--- src/shared/gpio_clk_pkg.sv ---
// constants for the multi-function pin and clock generation block
// assumes one 100 MHz system clock; audio clocks arrive as edge enables
package gpio_clk_pkg;
  // register word offsets on the control port
  localparam logic [6:0] ADDR_POWER_MGMT_ONE = 7'h01;
  localparam logic [6:0] ADDR_CLOCK_CONTROL  = 7'h06;
  localparam logic [6:0] ADDR_SAMPLE_SLOW    = 7'h07;
  localparam logic [6:0] ADDR_PIN_CONTROL    = 7'h08;
  localparam logic [6:0] ADDR_PLL_INTEGER    = 7'h24;
  localparam logic [6:0] ADDR_PLL_FRAC_HIGH  = 7'h25;
  localparam logic [6:0] ADDR_PLL_FRAC_MID   = 7'h26;
  localparam logic [6:0] ADDR_PLL_FRAC_LOW   = 7'h27;
  // values after reset
  localparam logic [8:0] RST_POWER_MGMT_ONE = 9'h000;
  localparam logic [8:0] RST_CLOCK_CONTROL  = 9'h140;
  localparam logic [8:0] RST_SAMPLE_SLOW    = 9'h000;
  localparam logic [8:0] RST_PIN_CONTROL    = 9'h000;
  localparam logic [8:0] RST_PLL_INTEGER    = 9'h008;
  localparam logic [8:0] RST_PLL_FRAC_HIGH  = 9'h00c;
  localparam logic [8:0] RST_PLL_FRAC_MID   = 9'h093;
  localparam logic [8:0] RST_PLL_FRAC_LOW   = 9'h0e9;
  // field positions
  localparam int POS_PLL_ENABLE      = 5;
  localparam int POS_CLOCK_MODE      = 8;
  localparam int POS_PRESCALE_LSB    = 5;
  localparam int POS_BCLK_DIV_LSB    = 2;
  localparam int POS_CLOCK_PINS_OUT  = 0;
  localparam int POS_SAMPLE_RATE_LSB = 1;
  localparam int POS_SLOW_ENABLE     = 0;
  localparam int POS_GPIO_SEL_LSB    = 0;
  localparam int POS_GPIO_POLARITY   = 3;
  localparam int POS_GPIO_CLKDIV_LSB = 4;
  localparam int POS_PLL_PRESCALE    = 4;
  // pin function codes
  localparam logic [2:0] FN_CHIP_SELECT = 3'h0;
  localparam logic [2:0] FN_JACK_DETECT = 3'h1;
  localparam logic [2:0] FN_TEMP_OK     = 3'h2;
  localparam logic [2:0] FN_MUTE_ACTIVE = 3'h3;
  localparam logic [2:0] FN_PLL_CLOCK   = 3'h4;
  localparam logic [2:0] FN_PLL_LOCK    = 3'h5;
  localparam logic [2:0] FN_DRIVE_HIGH  = 3'h6;
  localparam logic [2:0] FN_DRIVE_LOW   = 3'h7;
  // slow timer: period in ms, counted in master clock periods
  localparam int SLOW_PERIOD_MS = 128;
  localparam int RATE_UNIT_HZ   = 4000;
  localparam int INTERNAL_MASTER_CLOCK_PER_FS   = 256;
  localparam int SLOW_UNIT_DFLT =
    SLOW_PERIOD_MS * RATE_UNIT_HZ * INTERNAL_MASTER_CLOCK_PER_FS / 1000;
  localparam int SLOW_CNT_W     = 21;
endpackage

--- src/hdl/gpio_and_clock_generation.sv ---
// multi-function pin logic, slow timer and audio clock generation
// assumes register writes from the control port decoder, audio source
// clock edges as one-cycle enables and all inputs synchronous to i_clk
`timescale 1ns/1ps
module gpio_and_clock_generation
  import gpio_clk_pkg::*;
#(
  parameter int SLOW_UNIT = SLOW_UNIT_DFLT
) (
  // clock and reset
  input  wire logic       i_clk,
  input  wire logic       i_rst,
  // register port from the control interface
  input  wire logic       i_reg_wr,
  input  wire logic       i_reg_rd,
  input  wire logic [6:0] i_reg_addr,
  input  wire logic [8:0] i_reg_wdata,
  output logic      [8:0] o_reg_rdata,
  // control interface mode and settings held elsewhere
  input  wire logic       i_two_wire_mode,
  input  wire logic       i_speaker_pos_enable,
  input  wire logic       i_speaker_neg_enable,
  input  wire logic       i_mono_out_enable,
  input  wire logic       i_thermal_sense_enable,
  input  wire logic       i_fs_pulse_format,
  // status from analog and pll
  input  wire logic       i_over_temp,
  input  wire logic       i_analog_mute_active,
  input  wire logic       i_pll_locked,
  // source clock edges, one pulse per edge
  input  wire logic       i_mclk_edge,
  input  wire logic       i_pll_edge,
  // multi-function pin
  input  wire logic       i_chip_select_pin,
  output logic            o_chip_select_pin,
  output logic            o_chip_select_pin_oe,
  output logic            o_spi_select_n,
  // output routing
  output logic            o_speaker_pos_enable,
  output logic            o_speaker_neg_enable,
  output logic            o_mono_out_enable,
  // timing
  output logic            o_slow_tick,
  output logic            o_internal_master_clock_tick,
  // audio clock pins
  output logic            o_frame_sync,
  output logic            o_frame_sync_oe,
  output logic            o_bit_clock,
  output logic            o_bit_clock_oe,
  // pll settings
  output logic      [3:0] o_pll_integer_part,
  output logic     [23:0] o_pll_fraction_part,
  output logic            o_pll_input_prescale
);

  // the fastest rate needs twelve units inside the counter
  if (SLOW_UNIT < 1 || SLOW_UNIT * 12 >= (1 << SLOW_CNT_W)) begin
    $error("SLOW_UNIT out of range");
  end

  // register group
  logic [8:0] pm1_r, clk_ctl_r, sr_r, pin_r, pll_int_r;
  logic [8:0] frac_h_r, frac_m_r, frac_l_r, rdata_r;
  logic [8:0] pm1_nxt, clk_ctl_nxt, sr_nxt, pin_nxt, pll_int_nxt;
  logic [8:0] frac_h_nxt, frac_m_nxt, frac_l_nxt, rdata_nxt;

  always_comb begin
    pm1_nxt     = pm1_r;
    clk_ctl_nxt = clk_ctl_r;
    sr_nxt      = sr_r;
    pin_nxt     = pin_r;
    pll_int_nxt = pll_int_r;
    frac_h_nxt  = frac_h_r;
    frac_m_nxt  = frac_m_r;
    frac_l_nxt  = frac_l_r;
    rdata_nxt   = rdata_r;
    if (i_reg_wr) begin
      unique case (i_reg_addr)
        ADDR_POWER_MGMT_ONE: pm1_nxt = i_reg_wdata;
        ADDR_CLOCK_CONTROL:  clk_ctl_nxt = i_reg_wdata & 9'h1fd;
        ADDR_SAMPLE_SLOW:    sr_nxt = i_reg_wdata & 9'h00f;
        ADDR_PIN_CONTROL:    pin_nxt = i_reg_wdata & 9'h03f;
        ADDR_PLL_INTEGER:    pll_int_nxt = i_reg_wdata & 9'h01f;
        ADDR_PLL_FRAC_HIGH:  frac_h_nxt = i_reg_wdata & 9'h03f;
        ADDR_PLL_FRAC_MID:   frac_m_nxt = i_reg_wdata;
        ADDR_PLL_FRAC_LOW:   frac_l_nxt = i_reg_wdata;
        default: ;
      endcase
    end
    if (i_reg_rd) begin
      unique case (i_reg_addr)
        ADDR_POWER_MGMT_ONE: rdata_nxt = pm1_r;
        ADDR_CLOCK_CONTROL:  rdata_nxt = clk_ctl_r;
        ADDR_SAMPLE_SLOW:    rdata_nxt = sr_r;
        ADDR_PIN_CONTROL:    rdata_nxt = pin_r;
        ADDR_PLL_INTEGER:    rdata_nxt = pll_int_r;
        ADDR_PLL_FRAC_HIGH:  rdata_nxt = frac_h_r;
        ADDR_PLL_FRAC_MID:   rdata_nxt = frac_m_r;
        ADDR_PLL_FRAC_LOW:   rdata_nxt = frac_l_r;
        default:             rdata_nxt = 9'h000;
      endcase
    end
  end

  always_ff @(posedge i_clk or posedge i_rst) begin
    if (i_rst) begin
      pm1_r     <= RST_POWER_MGMT_ONE;
      clk_ctl_r <= RST_CLOCK_CONTROL;
      sr_r      <= RST_SAMPLE_SLOW;
      pin_r     <= RST_PIN_CONTROL;
      pll_int_r <= RST_PLL_INTEGER;
      frac_h_r  <= RST_PLL_FRAC_HIGH;
      frac_m_r  <= RST_PLL_FRAC_MID;
      frac_l_r  <= RST_PLL_FRAC_LOW;
      rdata_r   <= 9'h000;
    end else begin
      pm1_r     <= pm1_nxt;
      clk_ctl_r <= clk_ctl_nxt;
      sr_r      <= sr_nxt;
      pin_r     <= pin_nxt;
      pll_int_r <= pll_int_nxt;
      frac_h_r  <= frac_h_nxt;
      frac_m_r  <= frac_m_nxt;
      frac_l_r  <= frac_l_nxt;
      rdata_r   <= rdata_nxt;
    end
  end

  // field views
  logic [2:0] fn_sel, pre_sel, bclk_sel, rate_sel;
  logic [1:0] pin_div;
  logic       polarity, slow_en, master, pll_src, pll_edge;
  assign fn_sel   = pin_r[POS_GPIO_SEL_LSB +: 3];
  assign polarity = pin_r[POS_GPIO_POLARITY];
  assign pin_div  = pin_r[POS_GPIO_CLKDIV_LSB +: 2];
  assign slow_en  = sr_r[POS_SLOW_ENABLE];
  assign rate_sel = sr_r[POS_SAMPLE_RATE_LSB +: 3];
  assign pll_src  = clk_ctl_r[POS_CLOCK_MODE];
  assign pre_sel  = clk_ctl_r[POS_PRESCALE_LSB +: 3];
  assign bclk_sel = clk_ctl_r[POS_BCLK_DIV_LSB +: 3];
  assign master   = clk_ctl_r[POS_CLOCK_PINS_OUT];
  // a powered-down pll gives no edges
  assign pll_edge = i_pll_edge & pm1_r[POS_PLL_ENABLE];

  // clocking group
  logic [3:0]            pre_cnt_r, pre_cnt_nxt;
  logic [7:0]            frame_r, frame_nxt;
  logic [SLOW_CNT_W-1:0] slow_cnt_r, slow_cnt_nxt, slow_limit;
  logic                  internal_master_clock_r, internal_master_clock_nxt, slow_tick_r, slow_tick_nxt;
  logic                  fs_r, fs_nxt, bclk_r, bclk_nxt, src_edge;
  logic [3:0]            rate_factor;

  always_comb begin
    unique case (rate_sel)
      3'h0:    rate_factor = 4'hc;
      3'h1:    rate_factor = 4'h8;
      3'h2:    rate_factor = 4'h6;
      3'h3:    rate_factor = 4'h4;
      3'h4:    rate_factor = 4'h3;
      default: rate_factor = 4'h2;
    endcase
  end
  // limit in master clock periods, so a wrong rate scales the period
  assign slow_limit = SLOW_CNT_W'(SLOW_UNIT * int'(rate_factor));

  assign src_edge = pll_src ? pll_edge : i_mclk_edge;

  always_comb begin
    pre_cnt_nxt   = pre_cnt_r;
    internal_master_clock_nxt     = 1'b0;
    frame_nxt     = frame_r;
    slow_cnt_nxt  = slow_cnt_r;
    slow_tick_nxt = 1'b0;
    fs_nxt        = 1'b0;
    bclk_nxt      = 1'b0;
    if (src_edge) begin
      // two edges per source period, factor is select plus one
      if (pre_cnt_r >= {pre_sel, 1'b1}) begin
        pre_cnt_nxt = 4'h0;
        internal_master_clock_nxt   = 1'b1;
      end else begin
        pre_cnt_nxt = pre_cnt_r + 4'h1;
      end
    end
    // a new ratio or source restarts the count so no period overshoots
    if (clk_ctl_nxt[POS_CLOCK_MODE:POS_PRESCALE_LSB] !=
        clk_ctl_r[POS_CLOCK_MODE:POS_PRESCALE_LSB]) begin
      pre_cnt_nxt = 4'h0;
    end
    if (internal_master_clock_r) begin
      frame_nxt = frame_r + 8'h01;
    end
    // a new rate restarts the count so no period overshoots
    if (!slow_en || sr_nxt[POS_SAMPLE_RATE_LSB +: 3] != rate_sel) begin
      slow_cnt_nxt = '0;
    end else if (internal_master_clock_r) begin
      if (slow_cnt_r >= slow_limit - SLOW_CNT_W'(1)) begin
        slow_cnt_nxt  = '0;
        slow_tick_nxt = 1'b1;
      end else begin
        slow_cnt_nxt = slow_cnt_r + SLOW_CNT_W'(1);
      end
    end
    if (master) begin
      bclk_nxt = ~frame_r[bclk_sel];
      if (i_fs_pulse_format) begin
        fs_nxt = (frame_r >> bclk_sel) < 8'h02;
      end else begin
        fs_nxt = ~frame_r[7];
      end
    end
  end

  always_ff @(posedge i_clk or posedge i_rst) begin
    if (i_rst) begin
      pre_cnt_r   <= 4'h0;
      internal_master_clock_r     <= 1'b0;
      frame_r     <= 8'h00;
      slow_cnt_r  <= '0;
      slow_tick_r <= 1'b0;
      fs_r        <= 1'b0;
      bclk_r      <= 1'b0;
    end else begin
      pre_cnt_r   <= pre_cnt_nxt;
      internal_master_clock_r     <= internal_master_clock_nxt;
      frame_r     <= frame_nxt;
      slow_cnt_r  <= slow_cnt_nxt;
      slow_tick_r <= slow_tick_nxt;
      fs_r        <= fs_nxt;
      bclk_r      <= bclk_nxt;
    end
  end

  // pin group
  logic [1:0] pdiv_cnt_r, pdiv_cnt_nxt;
  logic       pclk_r, pclk_nxt, jack_r, jack_nxt, stable_r, stable_nxt;
  logic       last_r, last_nxt, pin_out_r, pin_out_nxt, pin_oe_r, pin_oe_nxt;
  logic       cs_r, cs_nxt, spk_p_r, spk_n_r, mono_r;
  logic       spk_p_nxt, spk_n_nxt, mono_nxt, jack_mode, sample, level;

  assign jack_mode = i_two_wire_mode && fn_sel == FN_JACK_DETECT;
  assign sample    = i_chip_select_pin ^ polarity;

  always_comb begin
    pdiv_cnt_nxt = pdiv_cnt_r;
    pclk_nxt     = pclk_r;
    jack_nxt     = jack_r;
    stable_nxt   = stable_r;
    last_nxt     = sample;
    if (pll_edge) begin
      if (pdiv_cnt_r >= pin_div) begin
        pdiv_cnt_nxt = 2'h0;
        pclk_nxt     = ~pclk_r;
      end else begin
        pdiv_cnt_nxt = pdiv_cnt_r + 2'h1;
      end
    end
    // a change anywhere in the interval voids it
    if (!jack_mode || !slow_en) begin
      stable_nxt = 1'b0;
    end else if (slow_tick_r) begin
      if (stable_r && sample == last_r) begin
        jack_nxt = sample;
      end
      stable_nxt = 1'b1;
    end else if (sample != last_r) begin
      stable_nxt = 1'b0;
    end
    unique case (fn_sel)
      FN_TEMP_OK:    level = ~(i_thermal_sense_enable & i_over_temp);
      FN_MUTE_ACTIVE: level = i_analog_mute_active;
      FN_PLL_CLOCK:  level = pclk_r;
      FN_PLL_LOCK:   level = ~i_pll_locked;
      FN_DRIVE_HIGH: level = 1'b1;
      FN_DRIVE_LOW:  level = 1'b0;
      default:       level = 1'b0;
    endcase
    pin_out_nxt = level ^ polarity;
    // general functions only in 2-wire mode; 0 and 1 are inputs
    pin_oe_nxt = i_two_wire_mode && fn_sel >= FN_TEMP_OK;
    cs_nxt = (i_two_wire_mode && fn_sel != FN_CHIP_SELECT)
             ? 1'b1 : i_chip_select_pin;
    spk_p_nxt = i_speaker_pos_enable;
    spk_n_nxt = i_speaker_neg_enable;
    mono_nxt  = i_mono_out_enable;
    if (jack_mode) begin
      spk_p_nxt = i_speaker_pos_enable & ~jack_r;
      spk_n_nxt = i_speaker_neg_enable & ~jack_r;
      mono_nxt  = i_mono_out_enable & jack_r;
    end
  end

  always_ff @(posedge i_clk or posedge i_rst) begin
    if (i_rst) begin
      pdiv_cnt_r <= 2'h0;
      pclk_r     <= 1'b0;
      jack_r     <= 1'b0;
      stable_r   <= 1'b0;
      last_r     <= 1'b0;
      pin_out_r  <= 1'b0;
      pin_oe_r   <= 1'b0;
      cs_r       <= 1'b1;
      spk_p_r    <= 1'b0;
      spk_n_r    <= 1'b0;
      mono_r     <= 1'b0;
    end else begin
      pdiv_cnt_r <= pdiv_cnt_nxt;
      pclk_r     <= pclk_nxt;
      jack_r     <= jack_nxt;
      stable_r   <= stable_nxt;
      last_r     <= last_nxt;
      pin_out_r  <= pin_out_nxt;
      pin_oe_r   <= pin_oe_nxt;
      cs_r       <= cs_nxt;
      spk_p_r    <= spk_p_nxt;
      spk_n_r    <= spk_n_nxt;
      mono_r     <= mono_nxt;
    end
  end

  assign o_reg_rdata          = rdata_r;
  assign o_chip_select_pin    = pin_out_r;
  assign o_chip_select_pin_oe = pin_oe_r;
  assign o_spi_select_n       = cs_r;
  assign o_speaker_pos_enable = spk_p_r;
  assign o_speaker_neg_enable = spk_n_r;
  assign o_mono_out_enable    = mono_r;
  assign o_slow_tick          = slow_tick_r;
  assign o_internal_master_clock_tick         = internal_master_clock_r;
  assign o_frame_sync         = fs_r;
  assign o_bit_clock          = bclk_r;
  // slave mode leaves both audio clock pins to the far side
  assign o_frame_sync_oe      = clk_ctl_r[POS_CLOCK_PINS_OUT];
  assign o_bit_clock_oe       = clk_ctl_r[POS_CLOCK_PINS_OUT];
  assign o_pll_integer_part   = pll_int_r[3:0];
  assign o_pll_fraction_part  = {frac_h_r[5:0], frac_m_r, frac_l_r};
  assign o_pll_input_prescale = pll_int_r[POS_PLL_PRESCALE];
endmodule

--- config.mk ---
export PLATFORM = sky130hd
export DESIGN_NAME = gpio_and_clock_generation
export DESIGN_NICKNAME = d
export VERILOG_FILES = /design/src/shared/gpio_clk_pkg.sv /design/src/hdl/gpio_and_clock_generation.sv
export SDC_FILE = /design/constraint.sdc
export NUM_CORES = 1
export LEC_CHECK = 0
export ABC_AREA = 1
export BUFFER_PORTS_ARGS = -buffer_cell sky130_fd_sc_hd__buf_4
export CORE_AREA = 2 2 104 106
export DETAILED_ROUTE_END_ITERATION = 10
export DIE_AREA = 0 0 106 108
export PLACE_DENSITY = 0.83
export SLEW_MARGIN = 10
export SYNTH_ARGS = -nofsm -noshare
export SYNTH_HDL_FRONTEND = slang
export SYNTH_SLANG_ARGS = --single-unit
--- constraint.sdc ---
create_clock -name i_clk -period 8.89 [get_ports i_clk]
set_input_delay 1.778 -clock i_clk [delete_from_list [all_inputs] [get_ports i_clk]]
set_output_delay 1.778 -clock i_clk [all_outputs]
set_load 0.03 [all_outputs]
# Yosys cells after proc, flatten, opt, wreduce, memory -nomap -nowiden

Index checks and enable logic that the tools add are counted.

Register bits after elaboration: 114
Bits of input ports: 32
Output and inout port bits: 50
Logic and storage cells: 132

$add $sub $neg: 5
Magnitude comparators: 6
Equality and inequality tests: 22
Shift operators: 1
Multiplexer cells: 32
Bitwise gates (word level): 14
Reduce and logical (&&, ||, !) cells: 23

Operators by type and width:

| kind                                                                         | count |
|---|---|
| 9-bit case mux with 8 select lines                                           | 1 |
| 21-bit 2-to-1 mux                                                            | 3 |
| 7-bit by 6-bit == test with 1-bit output, second input constant              | 4 |
| 21-bit by 1-bit adder with 21-bit output, second input constant              | 1 |
| 21-bit >= comparator                                                         | 1 |
| 21-bit by 1-bit subtractor with 21-bit output, second input constant         | 1 |
| 4-bit 2-to-1 mux                                                             | 5 |
| 4-bit case mux with 5 select lines                                           | 1 |
| 9-bit 2-to-1 mux                                                             | 2 |
| 2-bit AND reduction                                                          | 9 |
| 1-bit 2-to-1 mux                                                             | 17 |
| 7-bit by 3-bit == test with 1-bit output, second input constant              | 2 |
| 3-bit by 2-bit == test with 1-bit output, second input constant              | 4 |
| 3-bit == test, second input constant                                         | 4 |
| 8-bit by 1-bit adder with 8-bit output, second input constant                | 1 |
| 8-bit by 2-bit less-than comparator with 1-bit output, second input constant | 1 |
| 8-bit by 3-bit right shift with 8-bit output                                 | 1 |
| 7-bit by 1-bit == test with 1-bit output, second input constant              | 1 |
| 7-bit by 4-bit == test with 1-bit output, second input constant              | 1 |
| 1-bit inverter                                                               | 7 |
| 3-bit by 1-bit == test with 1-bit output, second input constant              | 2 |
| 3-bit nonzero test                                                           | 2 |
| 1-bit bitwise AND                                                            | 5 |
| 1-bit case mux with 5 select lines                                           | 1 |
| 19 further kinds                                                             | 26 |

# Depth between registers and ports, before layout

Gate-level depths: netlist of the first run.

Word-level depth: 7
Gate-level depth with buffers: 12
Gate-level depth less buffers: 11

# Least setup slack after synthesis of the first run

OpenSTA, ideal clock, no wires.

Path kind: input port to flip-flop
From: input port i_reg_addr[4]
To: register slow_cnt_r[0]
Library setup time: 118 ps
Arrival: 2720 ps
Data required time: 8772 ps
Setup slack: 6052 ps
Stages on the path: 11
Path buffers: 1
Cells stage by stage: nor2_2 nand2_2 inv_2 nand2_2 nor2_4 nand3_2 nand3_2 nor2_4 buf_6 nand3_1 nand2_1

Word-level cells in the longest chain between the ends: 6
Elaborated cells on any way between the ends: 7
Classes of those cells: eq/ne (2); mux (3); reduce/logical (2)

Ends and longest elaborated chain:

| element                                                        | line                             | source |
|---|---|---|
| from (decl)                                                    | gpio_and_clock_generation.sv:16  | `input wire logic [6:0] i_reg_addr,` |
| 7-bit by 3-bit == test with 1-bit output (*)                   | gpio_and_clock_generation.sv:78  | `unique case (i_reg_addr)` |
| 4-bit 2-to-1 mux (*)                                           | gpio_and_clock_generation.sv:78  |  |
| 4-bit 2-to-1 mux (*)                                           | gpio_and_clock_generation.sv:77  | `if (i_reg_wr) begin` |
| 3-bit != test (*)                                              | gpio_and_clock_generation.sv:194 | `if (!slow_en \|\| sr_nxt[POS_SAMPLE_RATE_LSB +: 3] != rate_sel) begin` |
| 1-bit logical OR (*)                                           | gpio_and_clock_generation.sv:194 |  |
| 21-bit 2-to-1 mux / 2-bit nonzero test (equally long branches) | --                               |  |
| to (signal assigned)                                           | gpio_and_clock_generation.sv:227 | `slow_cnt_r <= slow_cnt_nxt;` |
| to (decl)                                                      | gpio_and_clock_generation.sv:148 | `logic [SLOW_CNT_W-1:0] slow_cnt_r, slow_cnt_nxt, slow_limit;` |

Mark *: on every way between the ends. The rest lies on a longest branch, timed or not.
A chain may end at the register's enable or synchronous reset.

# Worst setup path in the final report of the first run

From: register internal_master_clock_r, in the netlist o_internal_master_clock_tick
To: output port o_internal_master_clock_tick

RTL lines:

| element                | line                             | source |
|---|---|---|
| from (decl)            | gpio_and_clock_generation.sv:149 | `logic internal_master_clock_r, internal_master_clock_nxt, slow_tick_r, slow_tick_nxt;` |
| from (signal assigned) | gpio_and_clock_generation.sv:225 | `internal_master_clock_r <= internal_master_clock_nxt;` |
| to (decl)              | gpio_and_clock_generation.sv:44  | `output logic o_internal_master_clock_tick,` |

No word-level cell between the ends.

==> impl_metrics.csv, run 1 <==
group,metric,value,unit
run_status,status,"finished, final reports clean",
cts,cts_root_buf,"clkbuf_8",
cts,clockBufferDepth,2,
floorplan,core_area,10200,sq um
layout,antenna_cells,0,
run,maxCapViolCount,0,
sta,worst_pin_slew,1.07,ns
floorplan,die_w,106,microns
yosys,yosysMostFrequentCell,"nand2_1",
global_route,grt_usage,30.9,%
sta,hold_violations,0,
placed_design,gp_congestion,0.900,
critical_path,cp_max_fo,29,
yosys,synth_cell_types,44,
sta,maxSlewViolCount,0,
global_route,grt_pass1_vias,5646,
yosys,muxShareOfSynthArea,0,%
yosys,synth_compound_area_share,9.91,%
yosys,synthesis.nets,846,
yosys,synth_top_family_by_area,"simple AND/OR/NAND/NOR gates",
layout,finish.utilization,74.0,%
yosys,ys_seq_elements,114,
placed_design,hpwl,11.4,mm
yosys,yosys.area_share.simple,31.0,%
power_and_ir_drop,power_frac_seq,38.1,%
yosys,synthFlopType,"dfrtp_1",
layout,layoutNonFillerInstCount,1031,
power_and_ir_drop,swShare,25.9,%
yosys,seq_area_frac_synth,45.9,%
layout,finalInstanceArea,7570,sq um
route,ant_nets,0,
yosys,synth_top_area_share,39.6,%
layout,fillers,729,
cts,cts_inserted_buffers,17,
worst_hold_path,hp-start,"jack_r$_DFFE_PP0P_",
critical_path,crit_chain,"buf_4",
cts,post-cts-setup-buffer-count,0,
critical_path,critPathSlowestCell,"dfrtp_1",
layout,ff_latch_area,2870,sq um
critical_path,max_stage_delay,1.04,ns
layout,multiInputGateArea,2930,sq um
route,wl,16.5,mm
sta,slew_headroom,28.8,%
critical_path,cpLargestDelayFamily,"flip-flops",
yosys,async_flop_share,100,%
sta,rsz0062_at_grt,"no",
yosys,synth_top_cell_by_area,"dfrtp_1",
worst_hold_path,min_path_cells,1,
cts,cts_hold_buf,0,
power_and_ir_drop,internal_power,1.16,mW
yosys,synth_fa_ha_area_share,2.40,%
critical_path,regToRegSetupSlack,6.57,ns
layout,syn_to_final_growth,21.1,%
floorplan,start_util,61.1,%
layout,finalNetCount,926,
yosys,syn_avg_cell_area,7.79,sq um
cts,cts-htree-levels,4,
yosys,netlist_area,6250,sq um
floorplan,rows,37,
sta,finClkSkew,0.00620,ns
cts,cts_num_sinks,114,
placed_design,portBuffers,81,
worst_hold_path,hold_path.class,"reg2reg",
yosys,synth_edf_count,0,
critical_path,r2r_cells,9,
route,vias,5877,
critical_path,crit_arrival,1.89,ns
critical_path,start_kind,"flip-flop",
global_route,grt_max_degree,82,
cts,cts_tree,"built",
critical_path,reg2reg_from,"sr_r[1]$_DFF_PP0_",
power_and_ir_drop,combPwrFrac,13.1,%
route,drt_iter0_markers,581,
route,first_pass_iters,5,
placed_design,placed_cells,999,
floorplan,dieArea,11400,sq um
cts,cts_resized,0,
placed_design,placedInstanceArea,6910,sq um
critical_path,cp.required,7.11,ns
sta,setup_tns,0,ns
sta,hold_slack,0.476,ns
yosys,synth_xor_area_share,3.50,%
route,post_drt_wl_per_cell,16.0,microns
route,viasPerCell,5.70,
worst_hold_path,hold_end,"o_speaker_neg_enable$_DFF_PP0_",
floorplan,fp.dieH,108,microns
yosys,synthTopCellsByArea,"dfrtp_1 40%, nand2_1 14%, dfstp_2 6.3%",
sta,post-route-period-util,41.3,%
critical_path,worst-setup-path-type,"reg2out",
power_and_ir_drop,p_sw,0.405,mW
sta,min_period,3.67,ns
power_and_ir_drop,peakVddDrop,0.000136,V
layout,drive_gt1_share,19.3,%
yosys,synth_common_cells,"236 x nand2_1, 99 x dfrtp_1, 77 x inv_1",
floorplan,ios,82,
global_route,antenna_found_initial,0,
critical_path,timing.rr.end,"slow_cnt_r[19]$_DFFE_PP0P_",
power_and_ir_drop,p_leak,3.76,nW
sta,fmax,272,MHz
power_and_ir_drop,power.share.clock,48.7,%
cts,clock_latency,0.54,ns
global_route,grt_pass1_wl,27.5,mm
critical_path,cp_num_buf_inv,1,
sta,setup_violations,0,
route,drcViolationCount,0,
yosys,yosys_warnings,0,
power_and_ir_drop,power_density,207,nW/um^2
critical_path,end_kind,"output pin",
global_route,gr-total-overflow,0,
cts,clk_pin_slew_worst_paths,0.06,ns
yosys,synth_cells,802,
[how the worst max path moves through the flow]
stage                                                 from                           end  slack (ns)  cells after the start
floorplan                                            i_rst      clk_ctl_r[0]$_DFFE_PP0P_        4.12                      1
detailed placement                           i_reg_addr[1]     slow_cnt_r[9]$_DFFE_PP0P_        5.07                     10
global placement                             i_reg_addr[1]     slow_cnt_r[1]$_DFFE_PP0P_        5.24                     10
finish              o_internal_master_clock_tick$_DFF_PP0_  o_internal_master_clock_tick        5.22                      1
CTS                 o_internal_master_clock_tick$_DFF_PP0_  o_internal_master_clock_tick        5.24                      1
global route        o_internal_master_clock_tick$_DFF_PP0_  o_internal_master_clock_tick        5.16                      1
[through the flow]
stage / total power [mW] / worst slack (ns)
after CTS: 1.57 / 5.24
after global placement: 0.793 / 5.24
after detailed placement: 0.805 / 5.07
after floorplan: 0.735 / 4.12
after global routing: 1.62 / 5.16
final: 1.57 / 5.22
[routing by layer]
metal | vias up | global-route usage, % | wire length [microns]
met5 | - | 0 | 0
met4 | 0 | 13.0 | 402
met3 | 43 | 7.17 | 1200
met2 | 266 | 49.4 | 7870
met1 | 2808 | 40.9 | 7010
li1 | 2760 | - | -
[state kept, by name (all words and copies together) (netlist names), 5 cells and up]
register / cells
o_reg_rdata: 9
pll_int_r: 5
pin_r: 6
frac_h_r: 6
clk_ctl_r: 8
frac_m_r: 9
frac_l_r: 9
slow_cnt_r: 21
frame_r: 8
pm1_r: 9
[layout by cell type (no fill, tap or decap), drive strengths merged, types with 19 or more instances in the layout]
cell type	instances
nor2	84
o21ai	79
nand4	32
nand2	249
clkbuf	22
nand3	48
inv	82
dfrtp	99
buf	83
a21oi	19
[power groups by stage]
stage	registers (mW)	logic (mW)	clock network [mW]
2_1_floorplan	0.624	0.110	0
3_3_place_gp	0.602	0.192	0
3_5_place_dp	0.603	0.202	0
4_1_cts	0.595	0.205	0.766
5_1_grt	0.601	0.228	0.794
6_report	0.597	0.206	0.763
[cell type report]
class                           count  share of cell area [%]
Timing Repair Buffer               83                    8.23
Clock buffer                       22                    5.98
Clock inverter                     10                    2.71
Multi-Input combinational cell    582                    38.7
Sequential cell                   114                    37.9
Tap cell                          136                    2.25
Inverter                           84                    4.21
[cells by family after synthesis]
kind of cell,after synthesis
AO/OA/AOI/OAI,115
XOR/XNOR,25
adder cells (fa/ha/maj),12
buffers and inverters,106
flip-flops,114
AND/OR/NAND/NOR,430
(Power assumes the default switching activity.)
==> inputs of run 2 (changes only) <==
--- a/config.mk
+++ b/config.mk
@@ -7,10 +7,10 @@
 export LEC_CHECK = 0
 export ABC_AREA = 1
 export BUFFER_PORTS_ARGS = -buffer_cell sky130_fd_sc_hd__buf_4
-export CORE_AREA = 2 2 104 106
+export CORE_AREA = 2 2 107 109
 export DETAILED_ROUTE_END_ITERATION = 10
-export DIE_AREA = 0 0 106 108
-export PLACE_DENSITY = 0.83
+export DIE_AREA = 0 0 109 111
+export PLACE_DENSITY = 0.79
 export SLEW_MARGIN = 10
 export SYNTH_ARGS = -nofsm -noshare
 export SYNTH_HDL_FRONTEND = slang
==> constraint.sdc (replaced) <==
create_clock -name i_clk -period 3.82 [get_ports i_clk]
set_input_delay 0.764 -clock i_clk [delete_from_list [all_inputs] [get_ports i_clk]]
set_output_delay 0.764 -clock i_clk [all_outputs]
set_load 0.03 [all_outputs]
==> run 2 against run 1 <==
  * Largest cell class unchanged
  * Wire length down 0.44%
  * Total power up 120%
  * Non-clock buffer count up 2
  * Sequential share of layout area about the same
  * Clock skew up 0.0031 ns
  * Highest routed layer unchanged
  * Largest power group unchanged
  * Critical path depth up 8
==> impl_metrics.csv, run 2 (synthesized netlist as in run 1, its figures left out) <==
group,metric,value,unit
layout,syn_to_final_growth,21.2,%
critical_path,worst-setup-path-type,"reg2reg",
placed_design,post-place-ws,1.55,ns
layout,layout_commonest_cell,"nand2_1",
power_and_ir_drop,power_density,465,nW/um^2
global_route,grt_usage,28.5,%
cts,cts_hold_buf,0,
critical_path,cp_num_buf_inv,0,
sta,slew_headroom,47.1,%
critical_path,cp.required,4.17,ns
cts,clock_latency,0.41,ns
critical_path,start_kind,"flip-flop",
cts,cts_root_buf,"clkbuf_16",
layout,multiInputGateArea,2930,sq um
cts,cts_num_sinks,114,
global_route,grt_max_degree,65,
run_status,status,"finished, final reports clean",
sta,setup_violations,0,
floorplan,die_w,109,microns
sta,worst_slack,1.53,ns
critical_path,end_kind,"flip-flop",
critical_path,cp_max_fo,20,
global_route,antenna_found_initial,0,
sta,min_period,2.29,ns
floorplan,core_area,11100,sq um
cts,cts-htree-levels,4,
floorplan,fp.dieH,111,microns
critical_path,critPathSlowestCell,"dfrtp_1",
power_and_ir_drop,peakVddDrop,0.000348,V
layout,ff_latch_area,2870,sq um
critical_path,reg2reg_from,"sr_r[1]$_DFF_PP0_",
route,drt_iter0_markers,471,
route,viasPerCell,5.62,
global_route,grt_pass1_wl,26.9,mm
route,wl,16.4,mm
sta,finClkSkew,0.00932,ns
floorplan,start_util,56.4,%
sta,worst_pin_slew,0.793,ns
floorplan,rows,39,
critical_path,regToRegSetupSlack,1.53,ns
route,first_pass_iters,6,
layout,antenna_cells,0,
placed_design,placed_cells,1008,
sta,setup_tns,0,ns
floorplan,dieArea,12100,sq um
cts,clockBufferDepth,2,
floorplan,ios,82,
worst_hold_path,hold_path.class,"reg2reg",
global_route,gr-total-overflow,0,
layout,top_register,"slow_cnt_r",
critical_path,worst-path-stages,9,
critical_path,max_stage_delay,0.43,ns
cts,post-cts-setup-buffer-count,0,
cts,cts_inserted_buffers,17,
layout,finish.utilization,68.4,%
cts,cts_resized,0,
placed_design,gp_congestion,0.951,
critical_path,crit_chain,"nor2_1 -> nand2_1 -> ha_1 -> a21oi_1 -> o21a_1 -> nand3_2 -> nor2_1 -> nand3_1 -> nand2_1",
layout,largest_register_ffs,21,
route,drcViolationCount,0,
layout,drive_gt1_share,19.5,%
power_and_ir_drop,finalPower,3.52,mW
critical_path,crit_arrival,2.64,ns
run,maxCapViolCount,0,
placed_design,hpwl,11.5,mm
critical_path,timing.rr.end,"slow_cnt_r[2]$_DFFE_PP0P_",
critical_path,endpoint,"slow_cnt_r[2]$_DFFE_PP0P_",
placed_design,portBuffers,81,
cts,clk_pin_slew_worst_paths,0.05,ns
sta,post-route-period-util,60.0,%
sta,fmax,436,MHz
critical_path,r2r_cells,9,
layout,final_cell_mix,"236 x nand2_1, 99 x dfrtp_1, 84 x buf_4",
power_and_ir_drop,p_leak,3.77,nW
critical_path,startpoint,"sr_r[1]$_DFF_PP0_",
sta,maxSlewViolCount,0,
cts,cts_tree,"built",
sta,rsz0062_at_grt,"no",
global_route,grt_pass1_vias,5551,
route,post_drt_wl_per_cell,15.8,microns
route,ant_nets,0,
critical_path,cpLargestDelayFamily,"simple AND/OR/NAND/NOR gates",
route,vias,5845,
layout,layoutNonFillerInstCount,1040,
layout,fillers,849,
sta,hold_violations,0,
layout,finalNetCount,928,
run 2: cell count changes in the layout (fill, tap and decap cells not counted), sizes merged:
cell / delta
clkinvlp: -1
buf: +2
clkinv: +2
clkbuf: +2
bufinv: -3
run 2: power breakdown:
part           internal [mW]  switching [mW]  leakage, nW  total (mW)
Sequential              1.31          0.0817         1.49        1.39
Clock                   1.11           0.544        0.306        1.65
Combinational          0.172           0.306         1.97       0.477
run 2: layout make-up:
type	count	area share (%)
multi-input combinational	582	38.6
sequential	114	37.9
timing repair buffer	85	8.59
clock buffer	24	6.63
inverter	84	4.21
tap	143	2.36
clock inverter	8	1.65
run 2: worst min path at each step:
stage                                from                             end  slack [ns]  cells after the start
2_1_floorplan          pclk_r$_DFFE_PP0P_              pclk_r$_DFFE_PP0P_        0.44                      1
3_3_place_gp           jack_r$_DFFE_PP0P_  o_speaker_pos_enable$_DFF_PP0_        0.46                      1
3_5_place_dp           jack_r$_DFFE_PP0P_  o_speaker_pos_enable$_DFF_PP0_        0.47                      1
4_1_cts                jack_r$_DFFE_PP0P_  o_speaker_pos_enable$_DFF_PP0_        0.48                      1
5_1_grt              pm1_r[7]$_DFFE_PP0P_            pm1_r[7]$_DFFE_PP0P_        0.51                      2
6_report       o_reg_rdata[8]$_DFFE_PP0P_      o_reg_rdata[8]$_DFFE_PP0P_        0.48                      2
run 2: metal layers:
layer / GRT usage, % / wire length (microns) / part of all wire (%)
met1: 40.4 / 7130 / 43
met4: 12.1 / 454 / 2.8
met2: 41.9 / 7570 / 46
met3: 6.64 / 1260 / 7.7
met5: 0 / 0 / 0
run 2: metrics by stage:
step	hold WS, ns	instance area (sq um)
6_report	0.481	7570
3_5_place_dp	0.468	6950
4_1_cts	0.478	7570
5_1_grt	0.505	7570
3_3_place_gp	0.459	6950
2_1_floorplan	0.440	6250
run 2: worst min-delay path, delay by kind of cell (launching register included):
kind | cells | cell delay (ns)
simple gates | 2 | 0.11
flops | 1 | 0.34
